--- src/inc/mcet_defines.svh ---
// constants of the microcore execution trace unit
`ifndef MCET_DEFINES_SVH
`define MCET_DEFINES_SVH

`define MCET_ADDR_W          10
`define MCET_CORES           4
`define MCET_PRESCALER_TRACE 4'h3
`define MCET_CALIB_CYCLES    5'h10
`define MCET_GAP_TICKS       2'h2
`define MCET_POST_CYCLES     8'h10
`define MCET_CODE_BITS       3'h4

// path codes in normal code
`define MCET_CODE_DEFAULT    4'h5
`define MCET_CODE_FORK       4'hA
`define MCET_CODE_IRQ_DIAG   4'h4
`define MCET_CODE_IRQ_DRV    4'h2
`define MCET_CODE_IRQ_START  4'h3
`define MCET_CODE_WAIT2      4'h6
`define MCET_CODE_WAIT3      4'hB
`define MCET_CODE_WAIT4      4'hD
`define MCET_CODE_WAIT5      4'h9
// sync codes
`define MCET_CODE_START_SYNC 4'hA
`define MCET_CODE_STOP_SYNC  4'hC
// path codes after an automatic interrupt return
`define MCET_CODE_AUTO_FORK  4'h1
`define MCET_CODE_AUTO_DEF   4'h7
`define MCET_CODE_AUTO_W2    4'h4
`define MCET_CODE_AUTO_W3    4'h2
`define MCET_CODE_AUTO_W4    4'hE
`define MCET_CODE_AUTO_W5    4'h3

`endif

--- src/inc/mcet_pkg.sv ---
// types of the microcore execution trace unit
package mcet_pkg;

    typedef enum logic [2:0] {
        PH_OFF,
        PH_CALIB,
        PH_GAP,
        PH_IDLE,
        PH_TRACE,
        PH_POST
    } mcet_phase_t;

    // path the current instruction takes; wait entry 1 counts as default
    typedef enum logic [2:0] {
        PATH_DEFAULT,
        PATH_FORKED,
        PATH_WAIT2,
        PATH_WAIT3,
        PATH_WAIT4,
        PATH_WAIT5
    } mcet_path_t;

    // kind of step reported by a microcore each microcode cycle
    typedef enum logic [3:0] {
        EV_PLAIN,
        EV_JUMP_UNCOND,
        EV_SUBR_JUMP,
        EV_SW_REQ,
        EV_IRQ_DIAG,
        EV_IRQ_DRV,
        EV_IRQ_START,
        EV_IRET_RESTART,
        EV_IRET_CONT,
        EV_AUTO_IRET
    } mcet_event_t;

    typedef struct packed {
        mcet_phase_t phase;
        logic [3:0]  divCnt;
        logic [4:0]  calCnt;
        logic [1:0]  gapCnt;
        logic [7:0]  postCnt;
        logic        inIsr;
        mcet_path_t  savedPath;
        logic [1:0]  lastCore;
        logic        pin;
    } mcet_top_state_t;

    typedef struct packed {
        logic [3:0] shreg;
        logic [2:0] left;
        logic       bitOut;
    } mcet_ser_state_t;

endpackage

--- src/inc/mcet_code_if.sv ---
// code hand-off between trace sequencer and serialiser
`timescale 1ns/10ps

interface mcet_code_if;
    logic [3:0] code;
    logic       load;
    logic       busy;
    logic       serBit;

    modport src
    (
        output code,
        output load,
        input  busy,
        input  serBit
    );

    modport ser
    (
        input  code,
        input  load,
        output busy,
        output serBit
    );
endinterface

--- src/logic/mcet_shifter.sv ---
// four-bit serialiser, most significant bit first
`timescale 1ns/10ps
`include "mcet_defines.svh"

module mcet_shifter
(
    input  wire logic clk_sys,
    input  wire logic sys_rst,
    mcet_code_if.ser  cif
);

    mcet_pkg::mcet_ser_state_t s_q;
    mcet_pkg::mcet_ser_state_t s_d;

    // load a code, then shift one bit per system clock; line low when empty
    always_comb
    begin
        s_d = s_q;
        if (cif.load)
        begin
            s_d.bitOut = cif.code[3];
            s_d.shreg  = {cif.code[2:0], 1'b0};
            s_d.left   = `MCET_CODE_BITS - 3'h1;
        end
        else if (s_q.left != 3'h0)
        begin
            s_d.bitOut = s_q.shreg[3];
            s_d.shreg  = {s_q.shreg[2:0], 1'b0};
            s_d.left   = s_q.left - 3'h1;
        end
        else
        begin
            s_d.bitOut = 1'b0;
        end
    end

    always_ff @(posedge clk_sys)
    begin
        if (sys_rst)
            s_q <= '0;
        else
            s_q <= s_d;
    end

    assign cif.busy   = (s_q.left != 3'h0);
    assign cif.serBit = s_q.bitOut;
endmodule

--- src/logic/mcet_trace_unit.sv ---
// execution trace unit: calibration, sync, path codes, stop and tail
`timescale 1ns/10ps
`include "mcet_defines.svh"

module mcet_trace_unit
#(
    parameter logic [7:0] POST_CYCLES = `MCET_POST_CYCLES
)
(
    input  wire logic                                      clk_sys,
    input  wire logic                                      sys_rst,
    input  wire logic                                      traceEnable,
    input  wire logic [1:0]                                coreSelect,
    input  wire logic [`MCET_ADDR_W-1:0]                   syncAddress,
    input  wire logic [`MCET_ADDR_W-1:0]                   stopAddress,
    input  wire logic [3:0]                                clockPrescaler,
    input  wire logic [`MCET_CORES-1:0][`MCET_ADDR_W-1:0]  microprogramCounter,
    input  wire mcet_pkg::mcet_event_t [`MCET_CORES-1:0]   coreEvent,
    input  wire mcet_pkg::mcet_path_t  [`MCET_CORES-1:0]   corePath,
    output logic                                           traceSerialPin,
    output mcet_pkg::mcet_phase_t                          tracePhase,
    output logic                                           microcodeExecTick
);

    mcet_pkg::mcet_top_state_t s_q;
    mcet_pkg::mcet_top_state_t s_d;
    mcet_code_if               cif ();

    logic                   runOk;
    logic                   ckTick;
    logic [`MCET_ADDR_W-1:0] selPc;
    mcet_pkg::mcet_event_t  selEvent;
    mcet_pkg::mcet_path_t   selPath;
    logic [3:0]             pathCode;
    logic [3:0]             codeD;
    logic                   loadD;

    // normal-code code of a path
    function automatic logic [3:0] mcet_normal_code(input mcet_pkg::mcet_path_t p);
        logic [3:0] c;
        c = `MCET_CODE_DEFAULT;
        case (p)
            mcet_pkg::PATH_FORKED: c = `MCET_CODE_FORK;
            mcet_pkg::PATH_WAIT2:  c = `MCET_CODE_WAIT2;
            mcet_pkg::PATH_WAIT3:  c = `MCET_CODE_WAIT3;
            mcet_pkg::PATH_WAIT4:  c = `MCET_CODE_WAIT4;
            mcet_pkg::PATH_WAIT5:  c = `MCET_CODE_WAIT5;
            default:               c = `MCET_CODE_DEFAULT;
        endcase
        return c;
    endfunction

    // code of a path resumed by an automatic interrupt return
    function automatic logic [3:0] mcet_auto_code(input mcet_pkg::mcet_path_t p);
        logic [3:0] c;
        c = `MCET_CODE_AUTO_DEF;
        case (p)
            mcet_pkg::PATH_FORKED: c = `MCET_CODE_AUTO_FORK;
            mcet_pkg::PATH_WAIT2:  c = `MCET_CODE_AUTO_W2;
            mcet_pkg::PATH_WAIT3:  c = `MCET_CODE_AUTO_W3;
            mcet_pkg::PATH_WAIT4:  c = `MCET_CODE_AUTO_W4;
            mcet_pkg::PATH_WAIT5:  c = `MCET_CODE_AUTO_W5;
            default:               c = `MCET_CODE_AUTO_DEF;
        endcase
        return c;
    endfunction

    // selected core only
    assign selPc    = microprogramCounter[coreSelect];
    assign selEvent = coreEvent[coreSelect];
    assign selPath  = corePath[coreSelect];

    assign runOk  = traceEnable && (clockPrescaler == `MCET_PRESCALER_TRACE);
    assign ckTick = (s_q.divCnt == clockPrescaler);

    // path code of the current step, context aware
    always_comb
    begin
        pathCode = mcet_normal_code(selPath);
        case (selEvent)
            mcet_pkg::EV_JUMP_UNCOND:  pathCode = `MCET_CODE_FORK;
            mcet_pkg::EV_SUBR_JUMP:    pathCode = `MCET_CODE_FORK;
            mcet_pkg::EV_SW_REQ:       pathCode = `MCET_CODE_FORK;
            mcet_pkg::EV_IRQ_DIAG:     pathCode = `MCET_CODE_IRQ_DIAG;
            mcet_pkg::EV_IRQ_DRV:      pathCode = `MCET_CODE_IRQ_DRV;
            mcet_pkg::EV_IRQ_START:    pathCode = `MCET_CODE_IRQ_START;
            mcet_pkg::EV_IRET_RESTART: pathCode = `MCET_CODE_FORK;
            mcet_pkg::EV_IRET_CONT:
            begin
                if (s_q.inIsr)
                    pathCode = mcet_normal_code(s_q.savedPath);
            end
            mcet_pkg::EV_AUTO_IRET:
            begin
                if (s_q.inIsr)
                    pathCode = mcet_auto_code(s_q.savedPath);
            end
            default: ;
        endcase
    end

    // sequencer, divider, context tracking and pin
    always_comb
    begin
        s_d   = s_q;
        loadD = 1'b0;
        codeD = `MCET_CODE_DEFAULT;

        // microcode clock enable from the prescaler
        s_d.divCnt = ckTick ? 4'h0 : s_q.divCnt + 4'h1;

        // interrupt context of the selected core
        if (coreSelect != s_q.lastCore)
        begin
            s_d.inIsr    = 1'b0;
            s_d.lastCore = coreSelect;
        end
        else if (ckTick)
        begin
            case (selEvent)
                mcet_pkg::EV_IRQ_DIAG, mcet_pkg::EV_IRQ_DRV, mcet_pkg::EV_IRQ_START:
                begin
                    s_d.inIsr     = 1'b1;
                    s_d.savedPath = selPath;
                end
                mcet_pkg::EV_IRET_RESTART, mcet_pkg::EV_IRET_CONT, mcet_pkg::EV_AUTO_IRET:
                    s_d.inIsr = 1'b0;
                default: ;
            endcase
        end

        case (s_q.phase)
            mcet_pkg::PH_OFF:
            begin
                s_d.calCnt = 5'h0;
                if (runOk)
                    s_d.phase = mcet_pkg::PH_CALIB;
            end
            mcet_pkg::PH_CALIB:
            begin
                s_d.calCnt = s_q.calCnt + 5'h1;
                if (s_q.calCnt == `MCET_CALIB_CYCLES - 5'h1)
                begin
                    s_d.phase  = mcet_pkg::PH_GAP;
                    s_d.gapCnt = 2'h0;
                end
            end
            mcet_pkg::PH_GAP:
            begin
                // two ticks guarantee one whole microcode period low
                if (ckTick)
                    s_d.gapCnt = s_q.gapCnt + 2'h1;
                if (ckTick && (s_q.gapCnt == `MCET_GAP_TICKS - 2'h1))
                    s_d.phase = mcet_pkg::PH_IDLE;
            end
            mcet_pkg::PH_IDLE:
            begin
                if (ckTick && (selPc == syncAddress))
                begin
                    loadD     = 1'b1;
                    codeD     = `MCET_CODE_START_SYNC;
                    s_d.phase = mcet_pkg::PH_TRACE;
                end
            end
            mcet_pkg::PH_TRACE:
            begin
                if (ckTick)
                begin
                    loadD = 1'b1;
                    if (selPc == stopAddress)
                    begin
                        codeD       = `MCET_CODE_STOP_SYNC;
                        s_d.phase   = mcet_pkg::PH_POST;
                        s_d.postCnt = 8'h0;
                    end
                    else
                        codeD = pathCode;
                end
            end
            mcet_pkg::PH_POST:
            begin
                if (ckTick)
                begin
                    loadD       = 1'b1;
                    codeD       = pathCode;
                    s_d.postCnt = s_q.postCnt + 8'h1;
                    if (s_q.postCnt == POST_CYCLES - 8'h1)
                        s_d.phase = mcet_pkg::PH_IDLE;
                end
            end
            default:
                s_d.phase = mcet_pkg::PH_OFF;
        endcase

        if (!runOk)
            s_d.phase = mcet_pkg::PH_OFF;

        // calibration square wave, otherwise serial bits, else static low
        case (s_q.phase)
            mcet_pkg::PH_CALIB: s_d.pin = ~s_q.calCnt[0];
            mcet_pkg::PH_IDLE, mcet_pkg::PH_TRACE, mcet_pkg::PH_POST:
                s_d.pin = cif.serBit;
            default: s_d.pin = 1'b0;
        endcase
    end

    always_ff @(posedge clk_sys)
    begin
        if (sys_rst)
        begin
            s_q       <= '0;
            s_q.phase <= mcet_pkg::PH_OFF;
        end
        else
            s_q <= s_d;
    end

    assign cif.load = loadD;
    assign cif.code = codeD;

    mcet_shifter mcet_shifter_inst
    (
        .clk_sys (clk_sys),
        .sys_rst (sys_rst),
        .cif     (cif)
    );

    assign traceSerialPin    = s_q.pin;
    assign tracePhase        = s_q.phase;
    assign microcodeExecTick = ckTick;
endmodule

--- config.mk ---
export PLATFORM = sky130hd
export DESIGN_NAME = mcet_trace_unit
export DESIGN_NICKNAME = d
export VERILOG_FILES = /design/src/inc/mcet_pkg.sv /design/src/inc/mcet_code_if.sv /design/src/logic/mcet_shifter.sv /design/src/logic/mcet_trace_unit.sv
export VERILOG_INCLUDE_DIRS = /design/src /design/src/inc
export SDC_FILE = /design/constraint.sdc
export NUM_CORES = 1
export LEC_CHECK = 0
export ABC_AREA = 1
export BUFFER_PORTS_ARGS = -buffer_cell sky130_fd_sc_hd__buf_4
export CORE_MARGIN = 2
export CORE_UTILIZATION = 55
export CTS_CLUSTER_SIZE = 8
export DETAILED_ROUTE_END_ITERATION = 6
export GPL_ROUTABILITY_DRIVEN = 0
export PLACE_DENSITY = 0.94
export SETUP_SLACK_MARGIN = 0.1
export SLEW_MARGIN = 20
export SYNTH_ARGS = -nofsm -noshare
export SYNTH_HDL_FRONTEND = slang
export SYNTH_SLANG_ARGS = --single-unit
--- constraint.sdc ---
create_clock -name clk_sys -period 3.5 [get_ports clk_sys]
set_input_delay 0.35 -clock clk_sys [delete_from_list [all_inputs] [get_ports clk_sys]]
set_output_delay 0.35 -clock clk_sys [all_outputs]
set_load 0.01 [all_outputs]
# Word-level counts from Yosys, hierarchy flattened
# Index checks and enable logic that the tools add are counted.
[word_totals] register_bits=36 inputBits=97 out_inout_bits=5 wordCells=127
[classes] n_addsub=5 n_lt_le_gt_ge=1 n_eq_ne=40 muxes=41 n_bitwise=3 reduce_logical=24
[ops] cell="one-hot mux 4 bit (5 select lines)" count=3
[ops] cell="two-way mux 8 bit" count=4
[ops] cell="two-way mux 4 bit" count=7
[ops] cell="two-way mux 3 bit" count=8
[ops] cell="one-hot mux 4 bit (6 select lines)" count=1
[ops] cell="binary-select mux 10 bit (select 2 bit)" count=1
[ops] cell="equality test 10 bit" count=2
[ops] cell="equality test 3 x 2 -> 1 bit, second input constant" count=6
[ops] cell="equality test 3 bit, second input constant" count=6
[ops] cell="one-hot mux 3 bit (6 select lines)" count=1
[ops] cell="equality test 4 x 3 -> 1 bit, second input constant" count=4
[ops] cell="!= test 2 bit, second input constant" count=8
[ops] cell="one-hot mux 8 bit (2 select lines)" count=1
[ops] cell="equality test 4 x 2 -> 1 bit, second input constant" count=3
[ops] cell="one-hot mux 4 bit (3 select lines)" count=1
[ops] cell="two-way mux 10 bit" count=1
[ops] cell="one-hot mux 5 bit (2 select lines)" count=1
[ops] cell="nonzero test 2 bit" count=5
[ops] cell="OR reduction 2 bit" count=5
[ops] cell="equality test 3 x 1 -> 1 bit, second input constant" count=3
[ops] cell="OR reduction 3 bit" count=3
[ops] cell="adder 8 x 1 -> 8 bit, second input constant" count=1
[ops] cell="binary-select mux 4 bit (select 2 bit)" count=1
[ops] cell="equality test 4 bit, second input constant" count=2
[ops] cell="other kinds (26)" count=36

# Depth between registers and ports, before layout
# Gate-level depths: netlist (run 1).
[logic_depth] word_depth=10 ltp_mapped=19 mapped_depth_nobuf=16

# Modules after synthesis
# A second synthesis (run 1) with hierarchy kept.
[hier_totals] hier_cells=574 area_unflattened_um2=3358.2
[by_module_without_submodules] mod="mcet_trace_unit" n_inst=1 cells_per_inst=523 area_each_um2=3006.6 seq_area_each_um2=580.6
[by_module_without_submodules] mod="mcet_shifter" n_inst=1 cells_per_inst=51 area_each_um2=351.6 seq_area_each_um2=140.1

# Least setup slack after synthesis (run 1)
# No wires, ideal clock.
[synth_path] kind="in2reg" startpoint="input coreSelect[1]" endpoint="register s_q[10] (netlist name)" setup_time_ns=0.132 arrival_ns=1.724 required_time_ns=3.368 slack_ns=1.644 stages=14 n_path_buf=2 cell_sequence="buf_2 -> inv_2 -> buf_6 -> nand3_1 -> nand2_1 -> nand2_1 -> nand2_1 -> nand3_1 -> nor2_1 -> nand3_2 -> a21oi_4 -> inv_2 -> nand2_1 -> a21oi_1"
[synth_via] elab_chain_len=5
[synth_lines] element="start, declared" line="mcet_trace_unit.sv:13" rtl="input wire logic [1:0] coreSelect,"
[synth_lines] element="binary-select mux 10 bit (select 2 bit)" line="mcet_trace_unit.sv:69" rtl="assign selPc = microprogramCounter[coreSelect];"
[synth_lines] element="two-way mux 10 bit (implied by the code)" line="mcet_trace_unit.sv:69"
[synth_lines] element="equality test 10 bit" line="mcet_trace_unit.sv:170" rtl="if (selPc == stopAddress)"
[synth_lines] element="!= test 2 bit (no line)"
[synth_lines] element="AND reduction 4 bit (no line)"
[synth_lines] element="end, declared" line="mcet_trace_unit.sv:25" rtl="mcet_pkg::mcet_top_state_t s_q;"
# Every way passes these cells. The select of a mux whose other input is x is not followed.
# A chain may end at the register's enable or synchronous reset.

# Final worst setup path (run 1)
[layout_path] startpoint="input coreSelect[0]" endpoint="register s_q[14] (netlist name)"
# The elaborated chain is that of the path after synthesis.

==> qor.csv, run 1 <==
stage;metric;value;unit
sta;finalCritPeriodShare;0.601;
detailed_routing;drcViolationCount;0;
critical_path;worstSetupPathType;input pin to flop;
power;vdd_ir_drop_max;0.223;mV
yosys;synth_area;3210;um^2
clocking;cts_max_level;2;
yosys;syn_area_per_cell;5.72;um^2
placement;io_buffers;101;
finish;antenna_cells;0;
clocking;cts_tree;yes;
finish;layout_common_cells;nand2_1 (214), buf_4 (101), nand3_1 (61), nor2_1 (56), inv_1 (51);
grt;antenna_found_initial;0;
finish;fillers;465;
detailed_routing;routed_wl;8.75;mm
detailed_routing;drtIter0Drc;189;
min_path;hold_depth;2;
clocking;post_cts_resized;0;
placement;post_dp_cell_area;3920;um^2
min_path;hp-class;input pin to flop;
yosys;synth.top_cell.area_share;0.251;
yosys;ys_warn_count;0;
sta;period_needed;2.10;ns
power;finalPower;1.15;mW
yosys;syn-num-nets;665;
yosys;synth-seq-cells;36;
critical_path;worstSetupStartpointType;input pin;
finish;fin_nets;754;
sta;slew_headroom;0.534;
detailed_routing;wire_per_inst;12.1;um
clocking;cts_setup_buffers;0;
grt;grt_pass1_wl;14.7;mm
sta;fin_skew;0.00564;ns
min_path;min-delay-start;sys_rst;
clocking;clk_latency;0.29;ns
power;swShare;0.340;
sta;final_hold_viol_count;0;
yosys;synth_top_family_by_area;simple AND/OR/NAND/NOR gates;
floorplanning;die_area;6460;um^2
power;combPwrFrac;0.336;
clocking;max-clock-path-buffers;2;
finish;design_area;4020;um^2
grt;grt_util_all_layers;0.278;
clocking;hold_buffers;0;
critical_path;worstPathArrival;2.28;ns
yosys;ys_seq_area_frac;0.225;
critical_path;worst-path-max-fanout;38;
clocking;clk_pin_slew;0.08;ns
grt;grt_pass1_vias;3616;
sta;tightestPinTransition;0.692;ns
finish;layout_commonest_cell;nand2_1;
power;pwr-share-clk;0.274;
floorplanning;ios;102;
yosys;synth_fa_ha_area_frac;0.0312;
power;p_int;760;uW
grt;grt_max_degree;39;
floorplanning;start_util;0.575;
grt;grt.overflow.total;0;
sta;setup_viol;0;
clocking;clock-root-buffer;clkbuf_8;
yosys;synthCells;560;
clocking;cts_sinks;36;
floorplanning;core-area;5570;um^2
yosys;synthMuxAreaShare;0;
sta;report.final.slew_viol_count;0;
power;p_seq_frac;0.390;
critical_path;crit-reg2reg-capture;s_q[14];
detailed_routing;vias;3837;
critical_path;critical_path_required;3.68;ns
critical_path;endpoint_kind;flop;
detailed_routing;firstDrtPassIters;5;
outcome;run_status;finished clean;
floorplanning;die_w;80.3;um
yosys;synth_compound_area_frac;0.112;
sta;rsz0062_at_grt;no;
min_path;whs_endpoint;s_q[12];
critical_path;reg2reg_from;tracePhase[2];
clocking;cts_buffers;5;
power;p_sw;391;uW
sta;fmax;475;MHz
yosys;yosys.area_share.xor_xnor;0.0383;
floorplanning;rows;27;
finish;syn2layout_area_growth;25.3;%
yosys;synth-simple-area-share;0.488;
power;p_leak;2.03;nW
detailed_routing;ant_nets;0;
critical_path;r2r_setup_slack;1.58;ns
yosys;yosys-top-cells-area;nand2_1 (25%), dfxtp_1 (22%), nand3_1 (9.5%);
finish;drive_above_1_share;0.195;
critical_path;r2r_cells;7;
placement;hpwl;6.85;mm
job;cap_violations;0;
floorplanning;die_h;80.3;um
detailed_routing;avgViaCountPerCell;5.31;
sta;setup_tns;0;ns
power;power.density;286;nW/um^2
yosys;yosysTopAreaCell;nand2_1;
yosys;yosysUniqueCellTypes;38;
==> metal layers <==
metal / up-vias / part of all wire / track usage
met5: - / 0 / 0
met4: 0 / 0.027 / 0.0932
met3: 26 / 0.054 / 0.0393
met2: 138 / 0.50 / 0.523
met1: 1697 / 0.42 / 0.319
li1: 1976 / - / -
==> critical path, stage by stage <==
cell     delay (ns)
buf_4          0.31
inv_4          0.23
nand2_1        0.12
nand3_1        0.12
nand2_1        0.11
nand2_1        0.05
nand2_1        0.06
nand3_1        0.09
nor2_1         0.16
nand3_2        0.15
a21oi_4        0.26
inv_2          0.10
nand2_1        0.07
a21oi_1        0.07
==> worst max path at each step <==
stage                     slack (ns)           from      end  depth (start not counted)
final                           1.40  coreSelect[0]  s_q[14]                         14
after global routing            1.16  coreSelect[0]  s_q[13]                         14
after CTS                       1.44  coreSelect[0]  s_q[14]                         14
after detailed placement        1.13  coreSelect[0]  s_q[14]                         14
after global placement          1.22  coreSelect[0]  s_q[10]                         14
after floorplan                 1.64  coreSelect[1]  s_q[10]                         14
==> layout make-up <==
class | instances | area, um^2 | share of cell area
inverter | 54 | 205 | 0.0511
sequential | 36 | 721 | 0.179
tap | 72 | 90.1 | 0.0224
timing repair buffer | 101 | 758 | 0.189
clock buffer | 7 | 86.3 | 0.0215
multi-input combinational | 451 | 2150 | 0.535
clock inverter | 1 | 7.51 | 0.00187
==> cell usage after synthesis, drive strengths merged <==
cell type / n
a2bb2oi: 1
nand2: 217
nand4: 5
o211ai: 1
ha: 8
xor2: 9
a21oi: 29
nor3: 7
inv: 54
dfxtp: 36
xnor2: 5
nor4: 3
o21ai: 18
nor2: 62
clkbuf: 4
nand3b: 6
a221oi: 2
a32oi: 2
a21boi: 2
and2: 2
a31oi: 4
a21o: 1
nand3: 65
nor3b: 1
o21bai: 1
buf: 15
==> through the flow <==
step,cells,utilization,hold slack [ns],setup slack (ns)
after floorplan,560,-,0.433,1.64
after global placement,714,0.704,0.446,1.22
after detailed placement,714,0.704,0.463,1.13
after global routing,722,0.721,0.400,1.16
final,722,0.721,0.397,1.40
after CTS,722,0.721,0.391,1.44
==> power by group through the flow <==
stage          logic, mW  clock network [mW]  registers, mW
5_1_grt            0.439               0.334          0.451
3_3_place_gp       0.364                   0          0.454
2_1_floorplan      0.249                   0          0.452
6_report           0.387               0.315          0.448
3_5_place_dp       0.378                   0          0.456
4_1_cts            0.383               0.317          0.448
==> cell families after synthesis <==
kind of cell	after synthesis
AND/OR/NAND/NOR	368
flip-flops	36
AO/OA/AOI/OAI	61
buffers and inverters	73
adder cells (fa/ha/maj)	8
XOR/XNOR	14
==> flip-flops by register name, summed over array words and instances, names as in the netlist <==
signal	flops
tracePhase	3
s_q	25
mcet_shifter_inst.s_q	6
traceSerialPin	1
mcet_shifter_inst.cif.serBit	1
Power figures use the tool's default switching activity.
==> run 2: changes to the inputs <==
Settings changed: CORE_UTILIZATION 55 to 47, PLACE_DENSITY 0.94 to 0.87.
Clock period 3.5 ns to 1.7 ns, I/O delays scaled along.
==> run 2 against run 1 <==
Die area grew 16%. First-iteration DRC count rose by 83%. Sequential power up 100%. Largest cell class unchanged. Count of clock-buffer cells in the layout is the same. Core utilization fell by 0.84 points.
==> qor.csv, run 2 (synthesis gave the netlist of run 1 again) <==
stage;metric;value;unit;change
grt;grt_pass1_wl;16.0;mm;was 14.7 mm
clocking;cts_max_level;2;;unchanged
critical_path;worstSetupStartpointType;flop;;was input pin
detailed_routing;ant_nets;0;;unchanged
finish;final_cells;774;;was 722
sta;rsz0062_at_grt;yes;;was no
critical_path;critPathCapture;tracePhase[0];;was s_q[14]
sta;finalCritPeriodShare;0.965;;
detailed_routing;routed_wl;10.7;mm;was 8.75 mm
sta;worst_slack;0.0591;ns;was 1.40 ns
sta;whs;0.192;ns;was 0.397 ns
finish;largest_reg_flops;25;;unchanged
detailed_routing;vias;4254;;was 3,837
placement;placed_cells;754;;was 714
floorplanning;die_h;86.6;um;was 80.3 um
sta;period_needed;1.64;ns;
power;p_leak;2.36;nW;was 2.03 nW
placement;hpwl;7.68;mm;was 6.85 mm
detailed_routing;firstDrtPassIters;5;;unchanged
critical_path;worstSetupPathType;flop to flop;;was input pin to flop
critical_path;critPathTopFamily;simple AND/OR/NAND/NOR gates;;unchanged
sta;fmax;609;MHz;
power;vdd_ir_drop_max;0.310;mV;was 0.223 mV
detailed_routing;wire_per_inst;13.8;um;was 12.1 um
critical_path;worstSetupStartpoint;s_q[22];;was coreSelect[0]
finish;post-route-util;0.712;;was 0.721
finish;drive_above_1_share;0.344;;was 0.195
sta;report.final.slew_viol_count;0;;unchanged
grt;grt_pass1_vias;3941;;was 3,616
grt;grt_max_degree;25;;was 39
sta;slew_headroom;0.736;;was 0.534
grt;grt.overflow.total;0;;unchanged
grt;antenna_found_initial;0;;unchanged
critical_path;worstPathArrival;1.89;ns;was 2.28 ns
outcome;run_status;finished clean;;unchanged
clocking;cts_buffers;5;;unchanged
sta;tightestPinTransition;0.392;ns;was 0.692 ns
finish;top_register;s_q;;unchanged
min_path;hp-class;input pin to flop;;unchanged
finish;syn2layout_area_growth;48.4;%;was 25.3%
critical_path;reg2reg_from;s_q[22];;was tracePhase[2]
detailed_routing;avgViaCountPerCell;5.50;;was 5.31
critical_path;cpMaxStageDelayCell;dfxtp_2;;was buf_4
critical_path;endpoint_kind;flop;;unchanged
clocking;cts_tree;yes;;unchanged
critical_path;worstPathBufferInverterCount;0;;was 3
critical_path;worst-path-stages;11;;was 14
critical_path;critical_path_required;1.95;ns;was 3.68 ns
grt;grt_util_all_layers;0.259;;was 0.278
finish;layout_commonest_cell;nand2_1;;unchanged
floorplanning;core-area;6680;um^2;was 5570 um^2
critical_path;crit_chain;xor2_1, nor2_1, nand2_2, nor2_2, nand2_2, nor2_4, nand2_2, a21oi_4, and2_4, nor2_2, nor2_2;;was buf_4, inv_4, nand2_1, nand3_1, nand2_1, nand2_1, nand2_1, nand3_1, nor2_1, nand3_2, a21oi_4, inv_2, nand2_1, a21oi_1
critical_path;r2r_setup_slack;0.06;ns;was 1.58 ns
floorplanning;start_util;0.480;;was 0.575
clocking;max-clock-path-buffers;2;;unchanged
floorplanning;rows;30;;was 27
detailed_routing;drcViolationCount;0;;unchanged
sta;setup_viol;0;;unchanged
sta;fin_skew;0.00907;ns;was 0.00564 ns
clocking;clock-root-buffer;clkbuf_8;;unchanged
job;cap_violations;0;;unchanged
placement;io_buffers;101;;unchanged
finish;layout_common_cells;nand2_1 (196), buf_4 (134), inv_1 (48), nor2_1 (47), nand3_1 (41);;was nand2_1 (214), buf_4 (101), nand3_1 (61), nor2_1 (56), inv_1 (51)
critical_path;slowest_delay;0.33;ns;was 0.31 ns
detailed_routing;drtIter0Drc;345;;was 189
placement;pre_cts_slack;-0.193;ns;was 1.13 ns
power;power.density;542;nW/um^2;was 286 nW/um^2
finish;fin_nets;798;;was 754
floorplanning;die_w;86.6;um;was 80.3 um
critical_path;r2r_cells;11;;was 7
sta;final_hold_viol_count;0;;unchanged
clocking;hold_buffers;0;;unchanged
finish;antenna_cells;0;;unchanged
sta;setup_tns;0;ns;unchanged
clocking;clk_pin_slew;0.08;ns;about the same
critical_path;crit-reg2reg-capture;tracePhase[0];;was s_q[14]
floorplanning;die_area;7500;um^2;was 6460 um^2
clocking;clk_latency;0.30;ns;was 0.29 ns
floorplanning;ios;102;;unchanged
critical_path;worst-path-max-fanout;4;;was 38
clocking;cts_sinks;36;;unchanged
run 2: layer usage:
metal	up-vias	GRT usage	wire length [um]	part of all wire
met5	-	0	0	0
met4	0	0.0994	421	0.039
met3	49	0.0410	681	0.064
met2	203	0.499	5620	0.52
met1	1939	0.281	3990	0.37
li1	2063	-	-	-
run 2: how the worst min path moves through the flow:
stage,slack [ns],startpoint,to,cells after the start
6_report,0.19,sys_rst,s_q[9],2
5_1_grt,0.22,sys_rst,s_q[21],2
4_1_cts,0.20,sys_rst,s_q[10],2
3_5_place_dp,0.45,s_q[16],s_q[16],2
3_3_place_gp,0.44,s_q[16],s_q[16],2
2_1_floorplan,0.37,clockPrescaler[3],tracePhase[0],3
run 2: where the power goes:
part	total (mW)	switching (mW)	internal (mW)
logic	1.00	0.534	0.465
registers	0.918	0.0329	0.885
clock network	0.662	0.333	0.330
total	2.58	0.900	1.68
run 2: final cells by class:
type / count / area [um^2]
multi-input combinational: 451 / 2420
inverter: 54 / 225
tap: 80 / 100
fill: 517 / 1920
clock inverter: 1 / 7.51
clock buffer: 7 / 86.3
sequential: 36 / 737
timing repair buffer: 144 / 1170
timing repair inverter: 1 / 11.3
run 2: what timing repair did:
action                     in CTS  in global routing
hold endpoints to repair        0                  0
setup buffers                   3                  7
resized for setup              18                 77
setup endpoints to repair      18                 24
pin swaps                       2                 23
gates cloned                    0                  2
run 2: worst reg2reg max path, delay by kind of cell (launching register included):
kind                      cells  cell delay [ns]
DFF                           1             0.33
AOI/OAI and AO/OA             1             0.17
and+or+nand+nor               9             0.95
xor gates and xnor gates      1             0.15
run 2: metrics by stage:
step	instance area, um^2	power, mW
final	4760	2.58
after global routing	4760	2.73
after CTS	4410	2.47
after detailed placement	4240	1.81
after global placement	4240	1.77
after floorplan	3270	1.46
